**config.mk**
```make
export PLATFORM = sky130hd
export DESIGN_NAME = psp_port
export DESIGN_NICKNAME = d
export VERILOG_FILES = /design/src/hdl/psp_pkg.sv /design/src/hdl/psp_stream_if.sv /design/src/hdl/psp_fifo.sv /design/src/hdl/psp_port.sv
export SDC_FILE = /design/constraint.sdc
export NUM_CORES = 1
export LEC_CHECK = 0
export ABC_AREA = 1
export BUFFER_PORTS_ARGS = -buffer_cell sky130_fd_sc_hd__buf_2
export CELL_PAD_IN_SITES_DETAIL_PLACEMENT = 0
export CELL_PAD_IN_SITES_GLOBAL_PLACEMENT = 1
export CORE_ASPECT_RATIO = 0.7
export CORE_UTILIZATION = 35
export DETAILED_ROUTE_END_ITERATION = 7
export GPL_TIMING_DRIVEN = 0
export PLACE_DENSITY_LB_ADDON = 0.08
export RECOVER_POWER = 50
export SKIP_CTS_REPAIR_TIMING = 1
export SLEW_MARGIN = 20
export SYNTH_ARGS = -nofsm -noshare
export SYNTH_HDL_FRONTEND = slang
export SYNTH_SLANG_ARGS = --single-unit
```
**constraint.sdc**
```tcl
create_clock -name clk -period 2.2 [get_ports clk]
set_input_delay 0.11 -clock clk [delete_from_list [all_inputs] [get_ports clk]]
set_output_delay 0.11 -clock clk [all_outputs]
set_load 0.1 [all_outputs]
```
**src/hdl/psp_pkg.sv**
```systemverilog
// Constants, encodings and states of the secondary bus port
package psp_pkg;
    // Index of each sustained tri-state control line in the ctl vectors
    localparam int unsigned CTL_FRAME  = 0;
    localparam int unsigned CTL_IRDY   = 1;
    localparam int unsigned CTL_TRDY   = 2;
    localparam int unsigned CTL_DEVSEL = 3;
    localparam int unsigned CTL_STOP   = 4;
    localparam int unsigned CTL_N      = 5;

    // Bus commands used by this port
    localparam logic [3:0] CMD_DAC    = 4'hD;
    localparam logic [3:0] CMD_MEM_RD = 4'h6;
    localparam logic [3:0] CMD_MEM_WR = 4'h7;

    // Clocks after the address edge by which a target must claim
    localparam logic [2:0] MABORT_CYCLES = 3'h5;

    // Write data queue: {last, byte enables, data}
    localparam int unsigned WQ_DEPTH = 4;
    localparam int unsigned WQ_W     = 37;
    localparam int unsigned WQ_LAST  = 36;
    localparam int unsigned WQ_BE_LO = 32;

    // Levels driven while parking
    localparam logic [31:0] AD_PARK  = 32'h0000_0000;
    localparam logic [3:0]  CBE_PARK = 4'h0;

    // Transaction result codes
    localparam logic [2:0] RES_OK       = 3'h0;
    localparam logic [2:0] RES_MABORT   = 3'h1;
    localparam logic [2:0] RES_TABORT   = 3'h2;
    localparam logic [2:0] RES_RETRY    = 3'h3;
    localparam logic [2:0] RES_DISC     = 3'h4;
    localparam logic [2:0] RES_DISC_DAT = 3'h5;

    typedef enum logic [2:0] {
        PSP_M_IDLE,
        PSP_M_ADDR2,
        PSP_M_DATA,
        PSP_M_LAST
    } psp_mst_e;

    typedef enum logic [1:0] {
        PSP_T_IDLE,
        PSP_T_CLAIM,
        PSP_T_DATA
    } psp_tgt_e;
endpackage

```
**src/hdl/psp_stream_if.sv**
```systemverilog
// Valid/ready word carrier between the queue and the port logic
`timescale 1ns/1ps
`default_nettype none
interface psp_stream_if #(
    parameter int unsigned W = 8
);
    logic         valid;
    logic         ready;
    logic [W-1:0] data;

    modport src (output valid, output data, input ready);
    modport snk (input valid, input data, output ready);
endinterface
`default_nettype wire

```
**src/hdl/psp_fifo.sv**
```systemverilog
// Small synchronous FIFO with registered fill-side ready
`timescale 1ns/1ps
`default_nettype none
module psp_fifo #(
    parameter int unsigned W     = 8,
    parameter int unsigned DEPTH = 4
) (
    input  wire logic         clk,
    input  wire logic         rstn,
    input  wire logic         in_valid,
    input  wire logic [W-1:0] in_data,
    output var  logic         in_ready,
    psp_stream_if.src         o
);
    localparam int unsigned AW = $clog2(DEPTH);

    typedef struct packed {
        logic [DEPTH-1:0][W-1:0] mem;
        logic [AW-1:0]           wp;
        logic [AW-1:0]           rp;
        logic [AW:0]             cnt;
        logic                    in_ready;
    } psp_fifo_s;

    psp_fifo_s q;
    psp_fifo_s d;
    logic      push;
    logic      pop;

    assign o.valid  = (q.cnt != '0);
    assign o.data   = q.mem[q.rp];
    assign in_ready = q.in_ready;

    always_comb begin
        d    = q;
        push = in_valid & q.in_ready;
        pop  = o.valid & o.ready;
        if (push) begin
            d.mem[q.wp] = in_data;
            d.wp        = (q.wp == AW'(DEPTH - 1)) ? '0 : AW'(q.wp + 1'b1);
        end
        if (pop) begin
            d.rp = (q.rp == AW'(DEPTH - 1)) ? '0 : AW'(q.rp + 1'b1);
        end
        if (push && !pop) begin
            d.cnt = (AW + 1)'(q.cnt + 1'b1);
        end else if (pop && !push) begin
            d.cnt = (AW + 1)'(q.cnt - 1'b1);
        end
        // Registered ready; pessimistic by one cycle when draining from full
        d.in_ready = (d.cnt < (AW + 1)'(DEPTH));
    end

    always_ff @(posedge clk or negedge rstn) begin
        if (!rstn) begin
            q          <= '0;
            q.in_ready <= 1'b1;
        end else begin
            q <= d;
        end
    end
endmodule // psp_fifo
`default_nettype wire

```
**src/hdl/psp_port.sv**
```systemverilog
// Secondary bus port: initiator, positive-decode target, parking, parity
//
// Behaviour
// - Address then data share the 32 AD lines
// - Park AD and CBE when idle under grant
// - Command in address phase; DAC uses two
// - Initiator drives byte enables every data phase
// - Parity is even over AD and CBE
// - Parity follows its address or data by one
// - Parity released one clock after AD released
// - Receivers check parity against received bits
// - Parked parity valid one clock after AD
// - FRAME held until final data phase begins
// - Control lines driven high one clock, released
// - IRDY only with write data or read room
// - Asserted IRDY or TRDY held till phase completes
// - TRDY only when write accepted or data valid
// - Claim only decoded addresses with DEVSEL
// - Master abort without DEVSEL in five clocks
// - STOP with TRDY and DEVSEL: disconnect with data
// - STOP, DEVSEL, no TRDY: disconnect, first phase retry
// - STOP without DEVSEL means target abort
// - Own grant comes from internal arbiter input
`timescale 1ns/1ps
`default_nettype none
module psp_port
    import psp_pkg::*;
(
    input  wire logic              clk,
    input  wire logic              rstn,
    input  wire logic              own_gnt,
    input  wire logic [31:0]       ad_i,
    output var  logic [31:0]       ad_o,
    output var  logic              ad_oe,
    input  wire logic [3:0]        cbe_i,
    output var  logic [3:0]        cbe_o,
    output var  logic              cbe_oe,
    input  wire logic              par_i,
    output var  logic              par_o,
    output var  logic              par_oe,
    input  wire logic [CTL_N-1:0]  ctl_i,
    output var  logic [CTL_N-1:0]  ctl_o,
    output var  logic [CTL_N-1:0]  ctl_oe,
    input  wire logic              req_valid,
    input  wire logic [3:0]        req_cmd,
    input  wire logic              req_dac,
    input  wire logic [63:0]       req_addr,
    input  wire logic [3:0]        req_rd_be,
    output var  logic              req_ready,
    input  wire logic              wq_valid,
    input  wire logic [WQ_W-1:0]   wq_data,
    output var  logic              wq_ready,
    output var  logic              rd_valid,
    output var  logic [31:0]       rd_data,
    output var  logic              res_valid,
    output var  logic [2:0]        res_code,
    input  wire logic [31:0]       win_base,
    input  wire logic [31:0]       win_limit,
    input  wire logic              tgt_busy,
    input  wire logic              tgt_abort,
    input  wire logic [31:0]       tgt_rd_data,
    output var  logic              tw_valid,
    output var  logic [31:0]       tw_data,
    output var  logic [3:0]        tw_be,
    output var  logic              par_err
);
    typedef struct packed {
        psp_mst_e         ms;
        psp_tgt_e         ts;
        logic [2:0]       cnt;
        logic             dev_seen;
        logic             first;
        logic             flush;
        logic             m_wr;
        logic [3:0]       m_cmd;
        logic [31:0]      m_hi;
        logic [3:0]       m_rbe;
        logic             t_wr;
        logic             t_done;
        logic [31:0]      ad_o;
        logic             ad_oe;
        logic [3:0]       cbe_o;
        logic             cbe_oe;
        logic             par_o;
        logic             par_oe;
        logic [CTL_N-1:0] act;
        logic [CTL_N-1:0] ctl_o;
        logic [CTL_N-1:0] ctl_oe;
        logic             frame_p;
        logic             chk;
        logic             chk_par;
        logic             par_err;
        logic             req_ready;
        logic             rd_valid;
        logic [31:0]      rd_data;
        logic             res_valid;
        logic [2:0]       res_code;
        logic             tw_valid;
        logic [31:0]      tw_data;
        logic [3:0]       tw_be;
    } psp_port_s;

    psp_port_s q;
    psp_port_s d;

    psp_stream_if #(.W(WQ_W)) wq ();

    psp_fifo #(
        .W     (WQ_W),
        .DEPTH (WQ_DEPTH)
    ) u_wq (
        .clk      (clk),
        .rstn     (rstn),
        .in_valid (wq_valid),
        .in_data  (wq_data),
        .in_ready (wq_ready),
        .o        (wq)
    );

    logic       frame_a;
    logic       irdy_a;
    logic       trdy_a;
    logic       devsel_a;
    logic       stop_a;
    logic       bus_idle;
    logic       start;
    logic       m_end;
    logic       hit;
    logic [3:0] pcbe;

    always_comb begin
        d           = q;
        frame_a     = ~ctl_i[CTL_FRAME];
        irdy_a      = ~ctl_i[CTL_IRDY];
        trdy_a      = ~ctl_i[CTL_TRDY];
        devsel_a    = ~ctl_i[CTL_DEVSEL];
        stop_a      = ~ctl_i[CTL_STOP];
        bus_idle    = ~frame_a & ~irdy_a;
        start       = 1'b0;
        m_end       = 1'b0;
        hit         = 1'b0;
        wq.ready    = 1'b0;
        d.act       = '0;
        d.ad_oe     = 1'b0;
        d.cbe_oe    = 1'b0;
        d.chk       = 1'b0;
        d.req_ready = 1'b0;
        d.rd_valid  = 1'b0;
        d.res_valid = 1'b0;
        d.tw_valid  = 1'b0;
        d.frame_p   = ctl_i[CTL_FRAME];

        // Initiator
        unique case (q.ms)
            PSP_M_IDLE: begin
                // Leftover burst words after an early end must not leak
                if (q.flush && wq.valid) begin
                    wq.ready = 1'b1;
                    d.flush  = ~wq.data[WQ_LAST];
                end
                start = own_gnt & req_valid & bus_idle & ~q.flush & (q.ts == PSP_T_IDLE);
                if (start) begin
                    d.act[CTL_FRAME] = 1'b1;
                    d.ad_o        = req_addr[31:0];
                    d.cbe_o       = req_dac ? CMD_DAC : req_cmd;
                    d.ad_oe       = 1'b1;
                    d.cbe_oe      = 1'b1;
                    d.m_cmd       = req_cmd;
                    d.m_wr        = req_cmd[0];
                    d.m_hi        = req_addr[63:32];
                    d.m_rbe       = req_rd_be;
                    d.req_ready   = 1'b1;
                    d.cnt         = '0;
                    d.dev_seen    = 1'b0;
                    d.first       = 1'b1;
                    d.ms          = req_dac ? PSP_M_ADDR2 : PSP_M_DATA;
                end
            end
            PSP_M_ADDR2: begin
                d.act[CTL_FRAME] = 1'b1;
                d.ad_o   = q.m_hi;
                d.cbe_o  = q.m_cmd;
                d.ad_oe  = 1'b1;
                d.cbe_oe = 1'b1;
                d.cnt    = 3'h0;
                d.ms     = PSP_M_DATA;
            end
            PSP_M_DATA: begin
                d.cnt      = (q.cnt == 3'h7) ? q.cnt : 3'(q.cnt + 3'h1);
                d.dev_seen = q.dev_seen | devsel_a;
                d.cbe_oe   = 1'b1;
                d.ad_oe    = q.m_wr;
                if (q.m_wr) begin
                    // Head word stays put until popped, so IRDY cannot drop
                    d.act[CTL_IRDY]  = q.act[CTL_IRDY] | wq.valid;
                    d.act[CTL_FRAME] = q.act[CTL_FRAME] &
                                       ~(d.act[CTL_IRDY] & wq.data[WQ_LAST]);
                    d.ad_o  = wq.data[31:0];
                    d.cbe_o = wq.data[WQ_BE_LO +: 4];
                end else begin
                    // Single-word reads only; bursts are split upstream
                    d.act[CTL_IRDY]  = 1'b1;
                    d.act[CTL_FRAME] = 1'b0;
                    d.cbe_o = q.m_rbe;
                end
                if (q.act[CTL_IRDY] && trdy_a && devsel_a) begin
                    d.first = 1'b0;
                    if (q.m_wr) begin
                        wq.ready = 1'b1;
                        d.flush  = ~wq.data[WQ_LAST];
                        if (!wq.data[WQ_LAST]) begin
                            d.act[CTL_IRDY]  = wq.valid;
                            d.act[CTL_FRAME] = 1'b1;
                        end
                    end else begin
                        d.rd_valid = 1'b1;
                        d.rd_data  = ad_i;
                        d.chk      = 1'b1;
                    end
                    if (stop_a) begin
                        m_end      = 1'b1;
                        d.res_code = RES_DISC_DAT;
                    end else if (!q.act[CTL_FRAME]) begin
                        m_end      = 1'b1;
                        d.res_code = RES_OK;
                    end
                end else if (stop_a && devsel_a) begin
                    m_end      = 1'b1;
                    d.res_code = q.first ? RES_RETRY : RES_DISC;
                    d.flush    = q.m_wr;
                end else if (stop_a) begin
                    m_end      = 1'b1;
                    d.res_code = RES_TABORT;
                    d.flush    = q.m_wr;
                end else if (!q.dev_seen && !devsel_a && q.cnt == MABORT_CYCLES) begin
                    m_end      = 1'b1;
                    d.res_code = RES_MABORT;
                    d.flush    = q.m_wr;
                end
                if (m_end) begin
                    d.res_valid = 1'b1;
                    d.act       = '0;
                    if (q.act[CTL_FRAME]) begin
                        // FRAME may only drop while IRDY is asserted
                        d.act[CTL_IRDY] = 1'b1;
                        d.ms = PSP_M_LAST;
                    end else begin
                        d.ms = PSP_M_IDLE;
                    end
                end
            end
            PSP_M_LAST: begin
                d.ad_oe  = q.m_wr;
                d.cbe_oe = 1'b1;
                d.ms     = PSP_M_IDLE;
            end
        endcase

        // Target
        unique case (q.ts)
            PSP_T_IDLE: begin
                hit = frame_a & q.frame_p & (q.ms == PSP_M_IDLE) &
                      (ad_i >= win_base) & (ad_i <= win_limit) &
                      ((cbe_i == CMD_MEM_RD) || (cbe_i == CMD_MEM_WR));
                if (hit) begin
                    d.t_wr   = cbe_i[0];
                    d.t_done = 1'b0;
                    d.chk    = 1'b1;
                    d.ts     = PSP_T_CLAIM;
                end
            end
            PSP_T_CLAIM: begin
                d.act[CTL_DEVSEL] = ~tgt_abort;
                d.act[CTL_STOP]   = tgt_abort;
                d.ts = PSP_T_DATA;
            end
            PSP_T_DATA: begin
                d.act[CTL_DEVSEL] = q.act[CTL_DEVSEL] & ~tgt_abort;
                // One word per claim, then disconnect
                d.act[CTL_STOP]   = 1'b1;
                d.act[CTL_TRDY]   = ~q.t_done & d.act[CTL_DEVSEL] &
                                    (q.act[CTL_TRDY] | ~tgt_busy);
                if (!q.t_wr) begin
                    d.ad_oe = 1'b1;
                    d.ad_o  = tgt_rd_data;
                end
                if (irdy_a && q.act[CTL_TRDY]) begin
                    d.t_done        = 1'b1;
                    d.act[CTL_TRDY] = 1'b0;
                    if (q.t_wr) begin
                        d.tw_valid = 1'b1;
                        d.tw_data  = ad_i;
                        d.tw_be    = cbe_i;
                        d.chk      = 1'b1;
                    end
                end
                if (!frame_a && (irdy_a ? (q.act[CTL_TRDY] | q.act[CTL_STOP]) : 1'b1)) begin
                    d.act[CTL_DEVSEL] = 1'b0;
                    d.act[CTL_TRDY]   = 1'b0;
                    d.act[CTL_STOP]   = 1'b0;
                    d.ad_oe           = 1'b0;
                    d.ts              = PSP_T_IDLE;
                end
            end
        endcase

        // Parking under own grant, dropped as soon as grant goes
        if (q.ms == PSP_M_IDLE && !start && q.ts == PSP_T_IDLE && !hit &&
            own_gnt && bus_idle) begin
            d.ad_o   = AD_PARK;
            d.cbe_o  = CBE_PARK;
            d.ad_oe  = 1'b1;
            d.cbe_oe = 1'b1;
        end

        // Control lines: low while asserted, one high clock, then released
        d.ctl_o  = ~d.act;
        d.ctl_oe = d.act | q.act;

        // Parity tracks the word driven one clock earlier, enable likewise
        pcbe     = q.cbe_oe ? q.cbe_o : cbe_i;
        d.par_o  = ^{q.ad_o, pcbe};
        d.par_oe = q.ad_oe;

        // Received word parity, compared when its parity bit arrives
        d.chk_par = ^{ad_i, cbe_i};
        d.par_err = q.chk & (par_i != q.chk_par);
    end

    always_ff @(posedge clk or negedge rstn) begin
        if (!rstn) begin
            q         <= '0;
            q.ms      <= PSP_M_IDLE;
            q.ts      <= PSP_T_IDLE;
            q.ctl_o   <= '1;
            q.frame_p <= 1'b1;
        end else begin
            q <= d;
        end
    end

    assign ad_o      = q.ad_o;
    assign ad_oe     = q.ad_oe;
    assign cbe_o     = q.cbe_o;
    assign cbe_oe    = q.cbe_oe;
    assign par_o     = q.par_o;
    assign par_oe    = q.par_oe;
    assign ctl_o     = q.ctl_o;
    assign ctl_oe    = q.ctl_oe;
    assign req_ready = q.req_ready;
    assign rd_valid  = q.rd_valid;
    assign rd_data   = q.rd_data;
    assign res_valid = q.res_valid;
    assign res_code  = q.res_code;
    assign tw_valid  = q.tw_valid;
    assign tw_data   = q.tw_data;
    assign tw_be     = q.tw_be;
    assign par_err   = q.par_err;
endmodule // psp_port
`default_nettype wire

```
======== Word level (Yosys, flattened, before mapping) ========
Cells that the tools add are included.
word-level totals
  flip-flop bits (word level) ............. 344
  bits of input ports ..................... 255
  output and inout bits ................... 127
operators by class
  add/sub/neg operators ................... 5
  order comparisons ....................... 6
  equal/unequal tests ..................... 25
  mux-type cells .......................... 93
  bitwise logic cells ..................... 36
  reduce and logical (&&, ||, !) cells .... 46
operators by type and width
  operator            number
  $mux 37             6
  $bwmux 148          1
  $mux 33             4
  $pmux 32 s3         1
  $mux 38             2
  $bmux 37 s2         1
  $demux 37 s2        1
  $reduce_xor 36->1   2
  $mux 3              13
  $mux 1              36
  $ge 32x32->1        1
  $le 32x32->1        1
  $mux 32             1
  $mux 2              11
  $and 1x1->1         18
  $reduce_and 3->1    6
  $logic_and 1x1->1   16
  $ne 2x2->1 const B  8
  $mux 4              3
  $not 1->1           12
  $pmux 3 s4          1
  $pmux 4 s3          1
  $reduce_and 2->1    6
  $pmux 3 s3          1
  36 further kinds    58

======== Logic depth before layout (Yosys ltp) ========
Gate-level depths: netlist (run 1).
  depth in word-level cells ............... 13
  mapped depth ............................ 20
  depth with buffers taken out ............ 19

======== By module ========
From an unflattened synthesis (run 1), not the netlist that was laid out.
second synthesis, totals
  cell total of the unflattened synthesis .. 2402
  area total of the unflattened synthesis .. 19258.5 µm²
modules (own cells, without submodules)
  module    instances  cells each  area each (µm²)  sequential area each (µm²)
  psp_port  1          1612        12248.0          4662.0
  psp_fifo  1          790         7010.5           3905.0

======== Worst setup path before layout (run 1) ========
OpenSTA, ideal clock, no wires.
  kind .................................... reg2reg
  from .................................... register q (netlist bit cbe_oe)
  to ...................................... register q (netlist bit par_o)
  library setup time ...................... 0.113 ns
  arrival time ............................ 1.988 ns
  data required time ...................... 2.087 ns
  path slack .............................. 0.099 ns
  stages on the path, launching flop included .. 12
  buffers on the path ..................... 0
  cells stage by stage .................... dfrtp_1 o21ai_0 xnor2_1 inv_1 nand2_1 nand3b_1 nand2_1 nand3_1 nand2_1 nand2_1 nand2_1 inv_1
RTL lines
  what             RTL line         text
  start, declared  psp_port.sv:103  psp_port_s q;

==> run metrics, run 1 <==
Hold Crit Depth 5; CTS H-tree lvls 2; mean routed wirelength per cell 18.1 µm; outcome complete, but fails checks; Clock Skew 27.8 ps; root buffer cell clkbuf_16; crit start category flip-flop; R2R Path Start u_wq.q[4]$_DFFE_PN0P_; final hold vios 3; vias in the first global route 16191; worst vdd ir 0.587 mV; final count of negative-setup-slack endpoints 0; P_int 17.7 mW; clock-pin slew on the worst setup and hold paths 60 ps; Total GRT Usage 23.7%; TritonCTS clock tree done; TritonRoute pass-1 iters 6; NumNets Final 3267; Switch Pwr 15.2 mW; area occupied by multi-input gates 7970 µm²; clk sink count 342; initial core utilization 35.5%; Leakage 13.2 nW; vias per cell 4.77; Async SR Flop Fraction 100%; Ys Warns 0; register share of total power 30.1%; initial DRC count 1173; FF-to-FF path depth 12; Post-Syn Area 18600 µm²; Synth area leaders dfrtp_1 (45%), nand2_1 (13%), o21ai_0 (8.5%), ha_1 (5.9%), buf_4 (4.9%); Pwr Density 1320 nW/µm²; number of flops mapped to enable cells by yosys 0; share of layout cells above drive strength 1 23.8%; Die Ht 195 µm; Synth Register Bits 342; FMAX 470 MHz; full die area 54000 µm²; Tot Pwr 32.8 mW; syn_nets 2677; post-layout min period 2130 ps; WHS Endpoint ad_o[2]$_DFF_PN0_; Sw Ratio 46.2%; total congestion overflow 0; Worst slew margin 0.739%; Post-Syn Instances 2334; hold_ws -69.1 ps; Slew Limit Fails 0; failing checks hold timing; Yosys top cell area share 45.2%; routed vias 17363; sequential fraction of the synthesis area 46.2%; IO buf count 381; CP Class reg2reg; RSZ-0062 raised after global routing yes; CP required 2710 ps; Synth area leader dfrtp_1; non-filler instance count after layout 3638; clk_lat worst skew 580 ps; Inserted Clock Buffers 40; Final Wtd Congestion 0.852; area of the core 52300 µm²; Worst Tran Pin Value 1490 ps; commonest cells in the netlist nand2_1 (657), dfrtp_1 (335), o21ai_0 (315), inv_1 (240), nor2_1 (141); HPWL after DPL 49.2 mm; Detail Route Antenna Nets 0; overall routed net length 65.8 mm; Post-Synthesis Mean Instance Area 7.95 µm²; most instantiated library cell after synthesis nand2_1; CP arrival 2630 ps; # IOs 382; Setup crit end kind flip-flop; hold_sp tgt_rd_data[2]; clock power share 20.9%; Fill cells 5335; register-to-register setup slack 70 ps; FF/Latch Area 8570 µm²; largest net degree at the start of global routing 97; Comb pwr share 49.0%; DRC Markers 0; CP Max Fanout 10; overall die width 277 µm; initial antenna violation count 4; Area Overhead vs Synth 33.7%; Hold Path Class in2reg; first-pass GRT wire length 97.7 mm; Reg-to-Reg End ad_o[24]$_DFF_PN0_; synth unique cells 45; row count 70; Max Root-Sink Buffers 3; most common flop cell mapped by yosys dfrtp_1; Post-Place Cells 3403; Period Utilization, post-route 96.7%; Max-cap violations 0
==> power by group through the flow <==
| stage | registers (mW) | clock network [mW] | logic, mW |
|---|---|---|---|
| CTS | 9.83 | 7.06 | 15.0 |
| finish | 9.88 | 6.86 | 16.1 |
| global route | 10.1 | 7.30 | 17.6 |
| global placement | 9.87 | 0 | 14.8 |
| floorplan | 9.92 | 0 | 10.7 |
| detailed placement | 9.91 | 0 | 15.0 |
==> critical path, stage by stage, from the launching register on <==
cell and delay [ps]:
dfrtp_2 450, buf_4 190, inv_2 80, buf_8 170, buf_6 170, o21ai_0 100
o22ai_2 290, nand2_1 120, nand3_1 90, nand2_1 130, a21oi_2 170, nand2_1 60
inv_1 50
==> per-stage QoR <==
step	instance area (µm²)	setup TNS (ps)	setup WS, ps	util, %
floorplan	18600	0	99.0	-
global route	24800	-3460	-59.7	47.5
finish	24800	0	72.1	47.5
global placement	21300	-2041500	-6070	40.8
CTS	22800	-9740	-571	43.6
detailed placement	21400	-8900	-529	41.0
==> final cells by class <==
cell class,instances,area share (%)
plain buffers,223,5.95
clock buffers,61,4.75
inverters,251,3.81
flip-flops and latches,342,34.5
diodes,2,0.0202
well taps,684,3.45
clock inverters,9,0.635
multi-input cells,1518,32.1
repair buffers,548,14.8
==> registers in the layout, indices dropped and copies added, names as in the netlist <==
signal and cells:
par_oe 1, u_wq.q 155, ctl_o 5, u_wq.in_ready 1
ad_o 32, tw_data 32, cbe_oe 1, par_o 1
ctl_oe 5, cbe_o 4, req_ready 1, rd_data 32
tw_be 4, par_err 1, res_code 3, ad_oe 1
q 60, res_valid 1, tw_valid 1, rd_valid 1
==> cells by family after synthesis <==
kind of cell | Yosys count | share of synthesized area [%]
multiplexers | 3 | 0.169
XOR/XNOR | 63 | 2.97
buffers and inverters | 474 | 12.4
adder cells (fa/ha/maj) | 88 | 5.93
AND/OR/NAND/NOR | 869 | 18.3
AO/OA/AOI/OAI | 495 | 14.1
flip-flops | 342 | 46.2
==> routing by layer <==
layer  up-vias  share of wire, %  global-route usage, %  wire length, µm
met3        78               5.1                   3.99             3340
met1      8332                50                   35.9            32800
met5         -                 0                      0                0
li1       8521                 -                      -                -
met2       432                43                   34.9            28500
met4         0               1.8                   5.25             1160
==> worst max path at each step <==
stage,startpoint,endpoint,slack (ps),cells past startpoint
after CTS,u_wq.q[1]$_DFFE_PN0P_,u_wq.in_ready$_DFF_PN1_,-570,12
after global routing,u_wq.q[4]$_DFFE_PN0P_,ad_o[24]$_DFF_PN0_,-60,12
after detailed placement,u_wq.q[1]$_DFFE_PN0P_,u_wq.in_ready$_DFF_PN1_,-530,12
final,u_wq.q[4]$_DFFE_PN0P_,ad_o[24]$_DFF_PN0_,70,12
after global placement,rstn,u_wq.q[25]$_DFFE_PN0P_,-6070,1
after floorplan,cbe_oe$_DFF_PN0_,par_o$_DFF_PN0_,100,11
==> cells in the final DEF (no fill, tap or decap), types with 57 or more instances in the layout <==
master,count
a21oi_1,98
buf_2,274
buf_4,126
clkbuf_1,57
clkbuf_2,142
dfrtp_1,334
dlygate4sd3_1,152
ha_1,85
inv_1,235
nand2_1,655
nor2_1,139
o21ai_0,314
No activity file was read; power rests on OpenSTA's default activity.
==> run 2: changes to the inputs <==
CTS_BUF_LIST = sky130_fd_sc_hd__clkbuf_8   (was not set)
SETUP_SLACK_MARGIN = 0.1   (was not set)
==> run metrics, run 2 (synthesized netlist as in run 1, its figures left out) <==
Worst slew margin 22.5%; DRC Markers 0; non-filler instance count after layout 3694; Final Wtd Congestion 0.860; post-route cell area 25100 µm²; vias per cell 4.79; Top reg by flops u_wq.q; clk_lat worst skew 660 ps; first-pass GRT wire length 98.6 mm; Period Utilization, post-route 95.3%; R2R Path Start u_wq.q[4]$_DFFE_PN0P_; TritonCTS clock tree done; most common cell after layout, fill and taps aside nand2_1; Setup crit end kind flip-flop; clk sink count 342; largest net degree at the start of global routing 91; CP Max Fanout 10; Leakage 13.6 nW; routed vias 17680; final count of negative-setup-slack endpoints 0; post-layout min period 2100 ps; Pwr Density 1290 nW/µm²; CP required 2770 ps; HPWL after DPL 48.7 mm; placed cell areas 21400 µm²; mean routed wirelength per cell 18.0 µm; failing checks hold timing; met2 Usage GRT 35.1%; final hold vios 8; WHS Endpoint ad_o[31]$_DFF_PN0_; initial core utilization 35.5%; full die area 54000 µm²; Post-Place Cells 3403; hold_ws -32.4 ps; Slew Limit Fails 0; hold_sp req_addr[31]; FF-to-FF path depth 13; Hold Crit Depth 7; most frequent cells in the layout nand2_1 (638), buf_2 (359), dfrtp_1 (333), o21ai_0 (305), inv_1 (259); overall die width 277 µm; CP arrival 2670 ps; Reg-to-Reg End ad_o[27]$_DFF_PN0_; CP Class reg2reg; Die Ht 195 µm; initial antenna violation count 3; Worst Tran Pin Value 1170 ps; busiest grt layer met1; RSZ-0062 raised after global routing yes; Inserted Clock Buffers 57; vias in the first global route 16450; FMAX 477 MHz; Detail Route Antenna Nets 0; area of the core 52300 µm²; total congestion overflow 0; CTS H-tree lvls 2; TritonRoute pass-1 iters 5; register-to-register setup slack 100 ps; Max Root-Sink Buffers 3; NumNets Final 3307; Area Overhead vs Synth 35.4%; Total GRT Usage 23.8%; clock-pin slew on the worst setup and hold paths 70 ps; Hold Path Class in2reg; crit start category flip-flop; share of layout cells above drive strength 1 26.6%; overall routed net length 66.5 mm; IO buf count 381; Global Route met1 Usage 35.9%; biggest regs u_wq.q x155, q x60; Fill cells 5328; outcome complete, but fails checks; initial DRC count 1191; Max-cap violations 0; root buffer cell clkbuf_8; Clock Skew 36.4 ps; Largest register FFs 155; # IOs 382; worst vdd ir 0.540 mV; row count 70; Tot Pwr 32.5 mW; global routing usage on met3 4.50%
## run 2: cell types whose count changed in the layout (fill, tap and decap cells not counted), moves of 15 or more
cell       change
buf_2         +85
buf_4         +15
clkbuf_1      -27
clkbuf_16     -36
clkbuf_2      -73
clkbuf_8      +61
inv_1         +24
nand2_1       -17
## run 2: cell type report
type	count	area [µm²]	share of cell area, %
Multi-Input combinational cell	1518	8220	32.7
Timing Repair Buffer	571	3860	15.4
Clock inverter	31	155	0.617
Buffer	223	1540	6.14
Inverter	251	950	3.78
Antenna cell	3	7.51	0.0299
Sequential cell	342	8570	34.1
Tap cell	684	856	3.40
Clock buffer	71	977	3.89
## run 2: worst max path at each step
stage	from	to	slack [ps]	depth (start not counted)
2_1_floorplan	u_wq.in_ready$_DFF_PN1_	u_wq.q[107]$_DFFE_PN0P_	400	7
3_3_place_gp	rstn	cbe_oe$_DFF_PN0_	-6670	1
3_5_place_dp	u_wq.q[1]$_DFFE_PN0P_	u_wq.in_ready$_DFF_PN1_	-570	12
4_1_cts	u_wq.q[1]$_DFFE_PN0P_	u_wq.in_ready$_DFF_PN1_	-600	12
5_1_grt	u_wq.q[4]$_DFFE_PN0P_	ad_o[27]$_DFF_PN0_	20	13
6_report	u_wq.q[4]$_DFFE_PN0P_	ad_o[27]$_DFF_PN0_	100	13
## run 2: report_power, final
part	internal, mW	switching (mW)
clock network	2.92	2.77
registers	8.54	1.31
logic	5.57	11.4
total	17.0	15.5
## run 2: metrics by stage
step	util [%]	TNS [ps]	setup WS [ps]
after CTS	43.2	-9990	-599
after global routing	48.1	0	19.8
after floorplan	-	0	402
final	48.1	0	103
after global placement	40.8	-2053190	-6670
after detailed placement	41.0	-8290	-573
## run 2: critical path, stage by stage (launching register included)
cell	delay (ps)
dfrtp_2	460
buf_8	140
inv_6	50
buf_12	100
buf_6	120
buf_8	150
o21ai_1	80
o22ai_2	260
nand2_1	160
nand3_1	90
nand2_1	110
a21oi_1	170
nand2_1	70
inv_1	50
## run 2: metal layers
layer / wire (µm) / vias up
li1: - / 8588
met1: 33000 / 8600
met2: 29500 / 445
met4: 618 / 2
met5: 12 / -
met3: 3410 / 45
==> run 3: changes to the inputs <==
CORE_UTILIZATION = 41   (was 35)
CTS_BUF_LIST = not set   (was sky130_fd_sc_hd__clkbuf_8)
==> run metrics, run 3 (synthesized netlist as in run 1, its figures left out) <==
outcome complete, but fails checks; failing checks hold timing; Sw Ratio 46.8%; crit start category flip-flop; Area Overhead vs Synth 33.0%; clock power share 19.1%; Switch Pwr 15.2 mW; share of layout cells above drive strength 1 24.9%; Setup TNS 0 ps; Comb pwr share 50.5%; root buffer cell clkbuf_16; hold_ws -53.5 ps; vias per cell 4.97; NumNets Final 3264; Largest register FFs 155; final hold vios 7; DRC Markers 0; total congestion overflow 0; most frequent cells in the layout nand2_1 (642), buf_2 (350), dfrtp_1 (333), o21ai_0 (312), inv_1 (235); post-layout util 55.9%; Total GRT Usage 26.3%; Worst slew margin 16.0%; final count of negative-setup-slack endpoints 0; Hold Path Class in2reg; CTS H-tree lvls 2; Most Frequent Cell on Critical Path nand2_1; first-pass GRT wire length 94.0 mm; # IOs 382; worst vdd ir 0.646 mV; register share of total power 30.4%; IO buf count 381; Detail Route Antenna Nets 0; CP required 2680 ps; most common cell after layout, fill and taps aside nand2_1; Setup crit end kind flip-flop; overall die width 256 µm; clk sink count 342; P_int 17.3 mW; Fill cells 4310; Max Root-Sink Buffers 3; initial DRC count 1249; largest net degree at the start of global routing 99; FF/Latch Area 8570 µm²; worst path cell trace inv_1 -> ha_4 -> nand3_4 -> nor2_4 -> inv_2 -> nor2_4 -> buf_6 -> buf_8 -> nand2_1 -> nand3_2 -> nand2_1 -> a21oi_1 -> nand2_1 -> inv_1; RSZ-0062 raised after global routing yes; Max-cap violations 0; placed cell areas 21300 µm²; area occupied by multi-input gates 8150 µm²; mean routed wirelength per cell 17.8 µm; Worst path max stage delay 400 ps; CP max stage cell dfrtp_1; Worst Tran Pin Value 1270 ps; biggest regs u_wq.q x155, q x60; area of the core 44100 µm²; HPWL after DPL 46.0 mm; clk_lat worst skew 560 ps; Slew Limit Fails 0; CP Class reg2reg; Die Ht 180 µm; full die area 46100 µm²; Pwr Density 1310 nW/µm²; post-route cell area 24700 µm²; initial antenna violation count 4; clock-pin slew on the worst setup and hold paths 60 ps; TritonCTS clock tree done; FMAX 488 MHz; post-layout min period 2050 ps; routed vias 17623; Tot Pwr 32.4 mW; overall routed net length 63.3 mm; Leakage 13.2 nW; TritonRoute pass-1 iters 5; CP Max Fanout 8; Top reg by flops u_wq.q; Final Wtd Congestion 0.903; row count 64; vias in the first global route 16246; Clock Skew 29.1 ps; initial core utilization 42.1%; Inserted Clock Buffers 37; CP arrival 2520 ps; Period Utilization, post-route 93.1%
## run 3: stage by stage
stage,setup slack (ps),instances
after floorplan,402,2334
after global placement,-6480,3309
after detailed placement,-518,3312
after CTS,-553,3378
after global routing,19.7,3546
final,152,3546
## run 3: critical path, delay by kind of cell, from the launching register on
family | cells | cell delay (ps)
and+or+nand+nor | 7 | 720
adders and majority gates | 1 | 180
DFF | 1 | 400
AOI/OAI and AO/OA | 1 | 160
buffers and inverters | 5 | 530
## run 3: area by class of cell
| class | instances | share of cell area (%) |
|---|---|---|
| timing repair buffer | 548 | 14.5 |
| sequential | 342 | 34.7 |
| tap | 594 | 3.01 |
| antenna | 4 | 0.0406 |
| inverter | 251 | 3.84 |
| clock inverter | 6 | 0.228 |
| buffer | 223 | 6.13 |
| clock buffer | 60 | 4.55 |
| multi-input combinational | 1518 | 33.0 |
## run 3: worst paths after layout
check,start,to,slack [ps],cells past startpoint
max,q[183]$_DFFE_PN0P_,ad_o[21]$_DFF_PN0_,150,14
min,tgt_busy,q[91]$_DFF_PN0_,-50,6
max reg2reg,q[183]$_DFFE_PN0P_,ad_o[21]$_DFF_PN0_,150,14
min reg2reg,ad_oe$_DFF_PN0_,par_oe$_DFF_PN0_,420,0
max in group asynchronous,rstn,tw_data[11]$_DFFE_PN0P_,410,3
min in group asynchronous,rstn,rd_data[29]$_DFFE_PN0P_,110,2
## run 3: power groups by stage
stage | Clock (mW) | Combinational (mW) | Sequential (mW)
after CTS | 6.31 | 14.9 | 9.80
after global placement | 0 | 14.6 | 9.82
after floorplan | 0 | 10.7 | 9.92
final | 6.19 | 16.4 | 9.85
after global routing | 6.58 | 17.8 | 10.1
after detailed placement | 0 | 14.9 | 9.89
## run 3: per-layer routing
| layer | global-route usage (%) | vias up | part of all wire, % |
|---|---|---|---|
| met5 | 0 | - | 0 |
| met4 | 6.25 | 0 | 2.0 |
| met3 | 4.22 | 87 | 5.8 |
| met2 | 38.9 | 489 | 44 |
| met1 | 39.8 | 8540 | 48 |
| li1 | - | 8507 | - |
